**src/include/ebie_pkg.sv**
```systemverilog
// Constants for the block interrupt enable logic of one channel.
// Assumes a byte-wide register port with read data one cycle after the strobe.
// Summary of operation
// - Bit 7 gates every national-bit block request onto the interrupt output.
// - Block enable alone raises nothing; the source-level enable must also be set.
// - Bit 5 enables the recovered-clock-loss source interrupt.
// - Bit 4 enables the one-second periodic source interrupt.
// - Bit 3 gates every data-link block request.
// - Bit 2 gates every slip buffer block request.
// - Bit 1 gates every alarm and error block request.
// - Bit 0 gates every framer block request.
// - A block pending bit clears when the host reads that block's source status register in a cycle with no gated request.
package ebie_pkg;
    // ==========================================
    // Register map
    localparam logic [3:0] EBIE_ADDR_ENABLE = 4'h1;
    localparam logic [3:0] EBIE_ADDR_STATUS = 4'h0;
    localparam logic [3:0] EBIE_ADDR_EVENT = 4'h2;
    localparam logic [3:0] EBIE_ADDR_MASK = 4'h3;
    localparam logic [7:0] EBIE_ENABLE_RESET = 8'h00;
    localparam logic [7:0] EBIE_ENABLE_WMASK = 8'hbf;
    localparam logic [7:0] EBIE_ZERO = 8'h00;
    // ==========================================
    // Bit positions
    localparam int EBIE_BIT_NATBIT = 7;
    localparam int EBIE_BIT_CLKLOSS = 5;
    localparam int EBIE_BIT_ONESEC = 4;
    localparam int EBIE_BIT_DLINK = 3;
    localparam int EBIE_BIT_SLIP = 2;
    localparam int EBIE_BIT_ALARM = 1;
    localparam int EBIE_BIT_FRAMER = 0;
    localparam int EBIE_NUM_BLOCKS = 8;
endpackage

```
**src/core/ebie_pending.sv**
```systemverilog
// One pending bit per block, set by the block's gated request, cleared by a status read.
// Assumes requests and clear pulses come from logic on the same clock.
`timescale 1ns/1ps
module ebie_pending
    import ebie_pkg::*;
#(
    parameter int WIDTH = EBIE_NUM_BLOCKS
) (
    // Clock and reset
    input wire logic clock,
    input wire logic sys_rst,
    // Requests and clears
    input wire logic [WIDTH-1:0] req,
    input wire logic [WIDTH-1:0] clr,
    // Pending
    output logic [WIDTH-1:0] pend
);
    logic [WIDTH-1:0] pend_q;
    logic [WIDTH-1:0] pend_d;

    // Set beats clear so a request in the clearing cycle stays visible
    assign pend_d = req | (pend_q & ~clr);
    assign pend = pend_q;

    always_ff @(posedge clock) begin
        if (sys_rst) begin
            pend_q <= '0;
        end else begin
            pend_q <= pend_d;
        end
    end

    pend_clr_a: assert property (@(posedge clock) disable iff (sys_rst)
        (clr[0] && !req[0]) |=> !pend_q[0]) else $error("pending not cleared by read");
endmodule

```
**src/core/ebie_core.sv**
```systemverilog
// Block interrupt enable register with gated block requests and interrupt output.
// Assumes block and source requests are synchronous levels from on-chip logic.
`timescale 1ns/1ps
module ebie_core
    import ebie_pkg::*;
(
    // Clock and reset
    input wire logic clock,
    input wire logic sys_rst,
    // Register port
    input wire logic [3:0] reg_addr,
    input wire logic [7:0] reg_wdata,
    input wire logic reg_wr,
    input wire logic reg_rd,
    output logic [7:0] reg_rdata,
    // Block requests, already gated by each block's own source enables
    input wire logic [7:0] block_req,
    // Raw source requests for clock loss and one second
    input wire logic clock_loss_src,
    input wire logic one_second_src,
    // Source status register reads per block
    input wire logic [7:0] block_status_read,
    // Enables out to blocks
    output logic national_bit_block_int_enable,
    output logic recovered_clock_loss_int_enable,
    output logic one_second_int_enable,
    output logic data_link_block_int_enable,
    output logic slip_buffer_block_int_enable,
    output logic alarm_error_block_int_enable,
    output logic framer_block_int_enable,
    // Interrupt
    output logic int_req
);
    // ==========================================
    // Registers
    logic [7:0] block_interrupt_enable_q;
    logic [7:0] block_interrupt_enable_d;
    logic [7:0] event_q;
    logic [7:0] event_d;
    logic [7:0] mask_q;
    logic [7:0] mask_d;
    logic [7:0] rdata_q;
    logic [7:0] rdata_d;
    logic [7:0] gated_req;
    logic [7:0] pend;
    logic [7:0] pend_rise;
    logic [7:0] pend_prev_q;
    logic [7:0] unmasked;
    logic wr_enable;
    logic wr_event;
    logic wr_mask;
    logic rd_hit;

    assign wr_enable = reg_wr && (reg_addr == EBIE_ADDR_ENABLE);
    assign wr_event = reg_wr && (reg_addr == EBIE_ADDR_EVENT);
    assign wr_mask = reg_wr && (reg_addr == EBIE_ADDR_MASK);
    assign rd_hit = reg_rd;

    // Bit 6 is reserved in this mode and stays zero
    assign block_interrupt_enable_d = wr_enable ? (reg_wdata & EBIE_ENABLE_WMASK) : block_interrupt_enable_q;
    assign mask_d = wr_mask ? reg_wdata : mask_q;

    // ==========================================
    // Gating per block
    genvar g;
    generate
        for (g = 0; g < EBIE_NUM_BLOCKS; g++) begin : gen_gate
            if (g == EBIE_BIT_CLKLOSS) begin : gen_clk
                assign gated_req[g] = clock_loss_src && block_interrupt_enable_q[g];
            end else if (g == EBIE_BIT_ONESEC) begin : gen_sec
                assign gated_req[g] = one_second_src && block_interrupt_enable_q[g];
            end else begin : gen_blk
                assign gated_req[g] = block_req[g] && block_interrupt_enable_q[g];
            end
        end
    endgenerate

    ebie_pending #(
        .WIDTH(EBIE_NUM_BLOCKS)
    ) u_pending (
        .clock(clock),
        .sys_rst(sys_rst),
        .req(gated_req),
        .clr(block_status_read),
        .pend(pend)
    );

    // Sticky event bits record new pending rises; write one clears, set wins
    assign pend_rise = pend & ~pend_prev_q;
    assign event_d = pend_rise | (event_q & ~(wr_event ? reg_wdata : EBIE_ZERO));
    assign unmasked = event_q & mask_q;

    // Status reflects live pending; the pin follows the block bits or any unmasked event bit
    assign int_req = (|pend) || (|unmasked);

    assign rdata_d = !rd_hit ? EBIE_ZERO :
                     (reg_addr == EBIE_ADDR_ENABLE) ? block_interrupt_enable_q :
                     (reg_addr == EBIE_ADDR_STATUS) ? pend :
                     (reg_addr == EBIE_ADDR_EVENT) ? event_q :
                     (reg_addr == EBIE_ADDR_MASK) ? mask_q : EBIE_ZERO;

    always_ff @(posedge clock) begin
        if (sys_rst) begin
            block_interrupt_enable_q <= EBIE_ENABLE_RESET;
            event_q <= EBIE_ZERO;
            mask_q <= EBIE_ZERO;
            rdata_q <= EBIE_ZERO;
            pend_prev_q <= EBIE_ZERO;
        end else begin
            block_interrupt_enable_q <= block_interrupt_enable_d;
            event_q <= event_d;
            mask_q <= mask_d;
            rdata_q <= rdata_d;
            pend_prev_q <= pend;
        end
    end

    assign reg_rdata = rdata_q;
    assign national_bit_block_int_enable = block_interrupt_enable_q[EBIE_BIT_NATBIT];
    assign recovered_clock_loss_int_enable = block_interrupt_enable_q[EBIE_BIT_CLKLOSS];
    assign one_second_int_enable = block_interrupt_enable_q[EBIE_BIT_ONESEC];
    assign data_link_block_int_enable = block_interrupt_enable_q[EBIE_BIT_DLINK];
    assign slip_buffer_block_int_enable = block_interrupt_enable_q[EBIE_BIT_SLIP];
    assign alarm_error_block_int_enable = block_interrupt_enable_q[EBIE_BIT_ALARM];
    assign framer_block_int_enable = block_interrupt_enable_q[EBIE_BIT_FRAMER];

    // ==========================================
    // Checks
    natbit_gate_a: assert property (@(posedge clock) disable iff (sys_rst)
        !block_interrupt_enable_q[EBIE_BIT_NATBIT] |-> !gated_req[EBIE_BIT_NATBIT]) else $error("natbit leak");
    enable_alone_a: assert property (@(posedge clock) disable iff (sys_rst)
        (block_req == EBIE_ZERO && !clock_loss_src && !one_second_src && pend == EBIE_ZERO)
        |=> pend == EBIE_ZERO) else $error("enable alone raised pending");
    clkloss_gate_a: assert property (@(posedge clock) disable iff (sys_rst)
        (clock_loss_src && block_interrupt_enable_q[EBIE_BIT_CLKLOSS]) |=> pend[EBIE_BIT_CLKLOSS])
        else $error("clock loss not pending");
    onesec_gate_a: assert property (@(posedge clock) disable iff (sys_rst)
        (!one_second_src || !block_interrupt_enable_q[EBIE_BIT_ONESEC]) |-> !gated_req[EBIE_BIT_ONESEC])
        else $error("one second leak");
    dlink_gate_a: assert property (@(posedge clock) disable iff (sys_rst)
        (block_req[EBIE_BIT_DLINK] && block_interrupt_enable_q[EBIE_BIT_DLINK]) |=> int_req)
        else $error("data link not raised");
    slip_gate_a: assert property (@(posedge clock) disable iff (sys_rst)
        !block_interrupt_enable_q[EBIE_BIT_SLIP] |-> !gated_req[EBIE_BIT_SLIP]) else $error("slip leak");
    alarm_gate_a: assert property (@(posedge clock) disable iff (sys_rst)
        (block_req[EBIE_BIT_ALARM] && block_interrupt_enable_q[EBIE_BIT_ALARM]) |=> pend[EBIE_BIT_ALARM])
        else $error("alarm not pending");
    framer_gate_a: assert property (@(posedge clock) disable iff (sys_rst)
        !block_interrupt_enable_q[EBIE_BIT_FRAMER] |-> !gated_req[EBIE_BIT_FRAMER]) else $error("framer leak");
    enable_write_a: assert property (@(posedge clock) disable iff (sys_rst)
        wr_enable |=> block_interrupt_enable_q == $past(reg_wdata & EBIE_ENABLE_WMASK))
        else $error("enable write lost");
    int_level_a: assert property (@(posedge clock) disable iff (sys_rst)
        (pend != EBIE_ZERO) |-> int_req) else $error("interrupt low while pending");
    read_data_a: assert property (@(posedge clock) disable iff (sys_rst)
        (reg_rd && reg_addr == EBIE_ADDR_ENABLE) |=> reg_rdata == $past(block_interrupt_enable_q))
        else $error("read data wrong");

    // ==========================================
    // Gating checks in the opposite direction for every enable bit
    natbit_pend_a: assert property (@(posedge clock) disable iff (sys_rst)
        (block_req[EBIE_BIT_NATBIT] && block_interrupt_enable_q[EBIE_BIT_NATBIT]) |=> pend[EBIE_BIT_NATBIT])
        else $error("natbit not pending");
    clkloss_block_a: assert property (@(posedge clock) disable iff (sys_rst)
        !block_interrupt_enable_q[EBIE_BIT_CLKLOSS] |-> !gated_req[EBIE_BIT_CLKLOSS])
        else $error("clock loss leak");
    onesec_pend_a: assert property (@(posedge clock) disable iff (sys_rst)
        (one_second_src && block_interrupt_enable_q[EBIE_BIT_ONESEC]) |=> pend[EBIE_BIT_ONESEC])
        else $error("one second not pending");
    dlink_block_a: assert property (@(posedge clock) disable iff (sys_rst)
        !block_interrupt_enable_q[EBIE_BIT_DLINK] |-> !gated_req[EBIE_BIT_DLINK])
        else $error("data link leak");
    slip_pend_a: assert property (@(posedge clock) disable iff (sys_rst)
        (block_req[EBIE_BIT_SLIP] && block_interrupt_enable_q[EBIE_BIT_SLIP]) |=> pend[EBIE_BIT_SLIP])
        else $error("slip not pending");
    alarm_block_a: assert property (@(posedge clock) disable iff (sys_rst)
        !block_interrupt_enable_q[EBIE_BIT_ALARM] |-> !gated_req[EBIE_BIT_ALARM])
        else $error("alarm leak");
    framer_pend_a: assert property (@(posedge clock) disable iff (sys_rst)
        (block_req[EBIE_BIT_FRAMER] && block_interrupt_enable_q[EBIE_BIT_FRAMER]) |=> pend[EBIE_BIT_FRAMER])
        else $error("framer not pending");
    // A request in the clearing cycle wins, so only a quiet request may clear
    status_clear_a: assert property (@(posedge clock) disable iff (sys_rst)
        (block_status_read[EBIE_BIT_SLIP] && !gated_req[EBIE_BIT_SLIP]) |=> !pend[EBIE_BIT_SLIP])
        else $error("slip pending not cleared");

    // ==========================================
    // Register and interrupt output checks
    reserved_zero_a: assert property (@(posedge clock) disable iff (sys_rst)
        (block_interrupt_enable_q & ~EBIE_ENABLE_WMASK) == EBIE_ZERO)
        else $error("reserved enable bit set");
    int_quiet_a: assert property (@(posedge clock) disable iff (sys_rst)
        (pend == EBIE_ZERO && unmasked == EBIE_ZERO) |-> !int_req)
        else $error("interrupt high while idle");
    // Write one clears, but a rise in the same cycle keeps its bit
    event_clear_a: assert property (@(posedge clock) disable iff (sys_rst)
        (wr_event && pend_rise == EBIE_ZERO) |=> (event_q & $past(reg_wdata)) == EBIE_ZERO)
        else $error("event not cleared");
    event_set_a: assert property (@(posedge clock) disable iff (sys_rst)
        (pend_rise != EBIE_ZERO) |=> (event_q & $past(pend_rise)) == $past(pend_rise))
        else $error("event rise lost");
    // Read data is zero outside the answer cycle, so stale values never leak
    idle_rdata_a: assert property (@(posedge clock) disable iff (sys_rst)
        !reg_rd |=> reg_rdata == EBIE_ZERO)
        else $error("read data not idle");
    status_read_a: assert property (@(posedge clock) disable iff (sys_rst)
        (reg_rd && reg_addr == EBIE_ADDR_STATUS) |=> reg_rdata == $past(pend))
        else $error("status read wrong");
    mask_write_a: assert property (@(posedge clock) disable iff (sys_rst)
        wr_mask |=> mask_q == $past(reg_wdata))
        else $error("mask write lost");

    // ==========================================
    // Covers
    cov_natbit_c: cover property (@(posedge clock) gated_req[EBIE_BIT_NATBIT] ##1 int_req);
    cov_clear_c: cover property (@(posedge clock) pend[EBIE_BIT_SLIP] ##1 block_status_read[EBIE_BIT_SLIP] ##1 !pend[EBIE_BIT_SLIP]);
    cov_onesec_c: cover property (@(posedge clock) gated_req[EBIE_BIT_ONESEC]);
    cov_event_c: cover property (@(posedge clock) (event_q != EBIE_ZERO) ##1 wr_event ##1 (event_q == EBIE_ZERO));
    cov_mask_c: cover property (@(posedge clock) (pend == EBIE_ZERO && unmasked != EBIE_ZERO) ##1 int_req);
endmodule

```
**config.mk**
```make
export PLATFORM = sky130hd
export DESIGN_NAME = ebie_core
export DESIGN_NICKNAME = d
export VERILOG_FILES = /design/src/include/ebie_pkg.sv /design/src/core/ebie_pending.sv /design/src/core/ebie_core.sv
export SDC_FILE = /design/constraint.sdc
export NUM_CORES = 1
export LEC_CHECK = 0
export BUFFER_PORTS_ARGS = -buffer_cell sky130_fd_sc_hd__buf_2
export CAP_MARGIN = 20
export CORE_MARGIN = 4
export CORE_UTILIZATION = 50
export CTS_BUF_LIST = sky130_fd_sc_hd__clkbuf_4
export DETAILED_ROUTE_END_ITERATION = 16
export GPL_TIMING_DRIVEN = 0
export MAX_ROUTING_LAYER = met4
export PLACE_DENSITY = 0.76
export RECOVER_POWER = 50
export SYNTH_ARGS = -nofsm -noshare
export SYNTH_HDL_FRONTEND = slang
export SYNTH_SLANG_ARGS = --single-unit
```
**constraint.sdc**
```tcl
create_clock -name clock -period 1.5 [get_ports clock]
set_input_delay 0 -clock clock [delete_from_list [all_inputs] [get_ports clock]]
set_output_delay 0 -clock clock [all_outputs]
set_load 0.1 [all_outputs]
```
======== After elaboration in Yosys (flattened, before gate mapping) ========
Cells that the tools add are included.
W data, S select, Z words.
storage, ports and cells
  bits in registers ....................... 47
  logic and storage cells ................. 41
  output and inout port bits .............. 16
  memory bits (read-only) ................. 0
  latch bits .............................. 0
  memories kept ........................... 0
  RAM bits ................................ 0
operators by class
  multiply operators ...................... 0
  add/sub/neg operators ................... 0
  equal/unequal tests ..................... 3
  bitwise gates (word level) .............. 10
  $lt $le $gt $ge ......................... 0
  shifts and indexed selects .............. 0
  div/mod/pow operators ................... 0
  reductions and logical operators ........ 16
  muxes and demuxes ....................... 5
operators by type and width
  operator              count
  $mux W8               5
  $and A8 B8 Y8         4
  $not A8 Y8            3
  $or A8 B8 Y8          2
  $reduce_or A8 Y1      2
  $logic_and A1 B1 Y1   10
  $eq A4 B2 Y1 const B  2
  $eq A4 B1 Y1 const B  1
  $logic_not A4 Y1      1
  $reduce_or A3 Y1      1
  $reduce_or A2 Y1      1
  $logic_or A1 B1 Y1    1
  $not A1 Y1            1

======== Depth between registers and ports, before layout ========
  word-level depth ........................ 6
  depth in mapped cells ................... 5
  gate-level depth less buffers ........... 3

======== Cells and area by module ========
From an unflattened synthesis, not the netlist that was laid out.
unflattened totals
  cell total of the unflattened synthesis .. 232
  area total of the unflattened synthesis .. 2219.6 µm²
modules (own cells, without submodules)
  module        area each (µm²)  cells each  seq. area each (µm²)  times used
  ebie_core     1838.0           199         780.7                 1
  ebie_pending  381.6            33          160.2                 1

======== Worst setup path after synthesis ========
OpenSTA, ideal clock, no wires.
  path kind ............................... register to register
  start ................................... register block_interrupt_enable_q[1]
  end ..................................... register rdata_q[1] (netlist: reg_rdata[1])
  arrival ................................. 1.477 ns
  data required time ...................... 1.440 ns
  buffers on the path ..................... 0
  stages on the path, launching flop included .. 3
  setup time .............................. 0.060 ns
  setup slack ............................. -0.037 ns
  path through ............................ dfxtp_1 > mux4_2 > and3_1
between the ends
  longest elaborated chain between the ends .. 1
RTL lines
  element                 line              source
  from (decl)             ebie_core.sv:36   logic [7:0] block_interrupt_enable_q;
  from (signal assigned)  ebie_core.sv:110  block_interrupt_enable_q <= block_interrupt_enable_d;
  $mux W8                 ebie_core.sv:97   (reg_addr == EBIE_ADDR_ENABLE) ? block_interrupt_enable_q :
  to (signal assigned)    ebie_core.sv:113  rdata_q <= rdata_d;
  to (decl)               ebie_core.sv:42   logic [7:0] rdata_q;
Every way passes these cells.
A chain may end at the register's enable or synchronous reset.

======== Worst setup path after layout ========
  start ................................... register u_pending.pend_q[1] (netlist: u_pending.pend[1])
  end ..................................... output int_req
between the ends
  longest elaborated chain between the ends .. 2
RTL lines
  element                 line                source
  from (decl)             ebie_pending.sv:18  logic [WIDTH-1:0] pend_q;
  from (signal assigned)  ebie_pending.sv:29  pend_q <= pend_d;
  $reduce_or A8 Y1        ebie_core.sv:94     assign int_req = (|pend) || (|unmasked);
  $logic_or A1 B1 Y1      ebie_core.sv:94
  to (decl)               ebie_core.sv:32     output logic int_req
Every way passes these cells.

==> results.json <==
{
  "status": "finished, violations left",
  "violations": "setup timing",
  "grt_overflow": 0,
  "post-place-ws_ps": 54.1,
  "hold_start": "reg_rd",
  "ant_nets": 0,
  "skew_ps": 9.18,
  "start_util_pct": 53.3,
  "place_congestion": 0.822,
  "grt_util_met3_pct": 3.93,
  "syn_nets": 242,
  "finalSetupTns_ps": -46.3,
  "drv_cap": 0,
  "first_iter_violations": 160,
  "slew-limit-headroom_pct": 59.0,
  "end_kind": "primary output",
  "cp_max_fo": 4,
  "seq_area_frac_synth_pct": 46.4,
  "grtUsageTotal_pct": 20.7,
  "hold_violations": 0,
  "regToRegSetupSlack_ps": 170,
  "gr-usage-met1_pct": 27.2,
  "antenna_found_initial": 0,
  "cpPeakStageDelay_ps": 380,
  "min_path_cells": 3,
  "via_count": 1708,
  "cts_tree": "yes",
  "antenna_cells": 0,
  "use_met2_pct": 33.1,
  "drt_wl_total_um": 4960,
  "worstMarginPinSlew_ps": 614,
  "insertion_delay_ps": 350,
  "drcViolationCount": 0,
  "grt_pass1_vias": 1635,
  "power.leakage_nw": 1.21,
  "hold_end": "reg_rdata[2]$_SDFF_PP0_",
  "vdd_drop_max_v": 0.000547,
  "coreArea_mm2": 0.00380,
  "fp.dieArea_mm2": 0.00513,
  "nets": 320,
  "portBuffers": 44,
  "critPathLaunchType": "flop",
  "synth-seq-cells": 47,
  "syn_to_final_growth_pct": 32.4,
  "cts.sink_count": 47,
  "synthCells": 208,
  "clock_path_buffers": 2,
  "final_common_cell": "dfxtp_1",
  "post-dp-hpwl_um": 3300,
  "async_flop_share_pct": 0,
  "drive_above_1_share_pct": 24.0,
  "cts.clk_slew.worst_paths_ps": 130,
  "fp.dieW_um": 71.7,
  "synth_area_mm2": 0.00203,
  "ios": 50,
  "synth_edf_count": 0,
  "multi_input_area_mm2": 0.00102,
  "cp_cell_sequence": "nor4_2 > and4_1 > nand3_2 > buf_12",
  "ys_warn_count": 0,
  "r2r_cells": 4,
  "grt_busiest_layer": "met2",
  "htreeDepth": 2,
  "finalMaxSlewViolations": 0,
  "regArea_um2": 950,
  "cp-startpoint": "u_pending.pend[1]$_SDFF_PP0_",
  "avgRoutedWirePerCell_um": 14.8,
  "grt_pass1_wl_um": 8000,
  "path_class": "reg2out",
  "critPathTopFamily": "simple AND/OR/NAND/NOR gates",
  "timing.rr.end": "u_pending.pend[4]$_SDFF_PP0_",
  "via_per_inst": 5.10,
  "rows": 22,
  "rsz0062_at_grt": "true",
  "setup_ws_ps": -46.3,
  "fillers": 318,
  "synthFlopType": "dfxtp_1",
  "setup_viol": 1,
  "min_period_ps": 1550,
  "mostFrequentLayoutCells": "dfxtp_1 (42), buf_2 (40), nand2b_1 (38)",
  "worst_path_max_delay_cell": "dfxtp_1",
  "avgSynthCellArea_um2": 9.74,
  "fin_crit_sh_pct": 103,
  "grt_max_degree": 15,
  "die_y_um": 71.7,
  "critPathArrivalTime_ps": 1550,
  "reg2reg_from": "u_pending.pend[4]$_SDFF_PP0_",
  "timing.fmax_mhz": 647,
  "cp_num_buf_inv": 1,
  "cts_buffers": 5,
  "critPathRequiredTime_ps": 1500,
  "synth_cell_types": 26,
  "cts_root_buf": "clkbuf_4",
  "powerDensity_mw_per_mm2": 829,
  "dr.pass1.iters": 4,
  "worstHoldPathType": "in2reg"
}
==> how the worst max path moves through the flow <==
stage,end,slack (ps),depth (start not counted)
finish,int_req,-50,4
floorplan,int_req,30,3
CTS,int_req,-30,4
global route,int_req,-130,4
detailed placement,mask_q[1]$_SDFFE_PP0P_,50,5
global placement,mask_q[2]$_SDFFE_PP0P_,70,5
==> what timing repair did <==
| action | 4_1_cts | 5_1_grt |
|---|---|---|
| resized for setup | 12 | 0 |
| buffers inserted | 2 | 0 |
| pin swaps | 2 | 0 |
| hold endpoints to repair | 35 | 0 |
| endpoints found under the setup margin | 1 | 1 |
| hold buffers | 25 | 0 |
==> synthesized netlist by cell type (6+ instances only) <==
master | instances | share of area, %
inv_1 | 8 | 1.5
nand2b_1 | 38 | 12
nand3b_1 | 8 | 3.0
mux2i_1 | 24 | 12
clkbuf_1 | 6 | 1.1
nor2b_1 | 9 | 2.8
nand2_1 | 8 | 1.5
a21oi_1 | 7 | 1.7
dfxtp_1 | 47 | 46
o21ai_0 | 17 | 4.2
==> worst min-delay path: cells and delay by family <==
kind / cells / cell delay (ps)
buffers and inverters: 1 / 90
and+or+nand+nor: 2 / 320
==> flip-flops by register name, summed over array words and instances (netlist names) <==
name and count:
block_interrupt_enable_q 7, pend_prev_q 8, reg_rdata 8, u_pending.pend 8, event_q 8, mask_q 8
==> metrics by stage <==
| step | hold WS [ps] | area [um2] | cells | power, mW | util [%] |
|---|---|---|---|---|---|
| 6_report | 89.3 | 2680 | 335 | 2.22 | 70.6 |
| 5_1_grt | 110 | 2680 | 335 | 2.31 | 70.6 |
| 4_1_cts | 83.1 | 2700 | 335 | 2.23 | 71.0 |
| 3_5_place_dp | 169 | 2310 | 300 | 1.48 | 60.8 |
| 3_3_place_gp | 155 | 2310 | 300 | 1.48 | 60.8 |
| 2_1_floorplan | 72.4 | 2030 | 208 | 1.41 | - |
==> routing by layer <==
| layer | vias to the layer above | routed length, um |
|---|---|---|
| met5 | - | 0 |
| met4 | 0 | 42 |
| met3 | 5 | 332 |
| met2 | 59 | 2400 |
| met1 | 776 | 2190 |
| li1 | 868 | - |
==> cell type report <==
type | instances | share of cell area [%]
Sequential cell | 47 | 35.4
Inverter | 8 | 1.12
Tap cell | 48 | 2.24
Multi-Input combinational cell | 142 | 38.1
Timing Repair Buffer | 71 | 18.6
Clock buffer | 5 | 1.40
Buffer | 11 | 1.68
Clock inverter | 3 | 1.45
==> power breakdown <==
group	internal, mW	switching (mW)
Clock	0.343	0.387
Combinational	0.115	0.117
Sequential	1.25	0.00748
Total	1.71	0.512
==> cell families (layout without fill, tap and decap cells) <==
| family | count (synthesis) | count (layout) | synth area share [%] |
|---|---|---|---|
| and+or+nand+nor | 83 | 83 | 25.3 |
| DFF | 47 | 47 | 46.4 |
| AOI/OAI and AO/OA | 32 | 32 | 8.65 |
| muxes | 27 | 27 | 15.2 |
| buffers and inverters | 19 | 98 | 4.39 |
No activity file was read; power rests on OpenSTA's default activity.
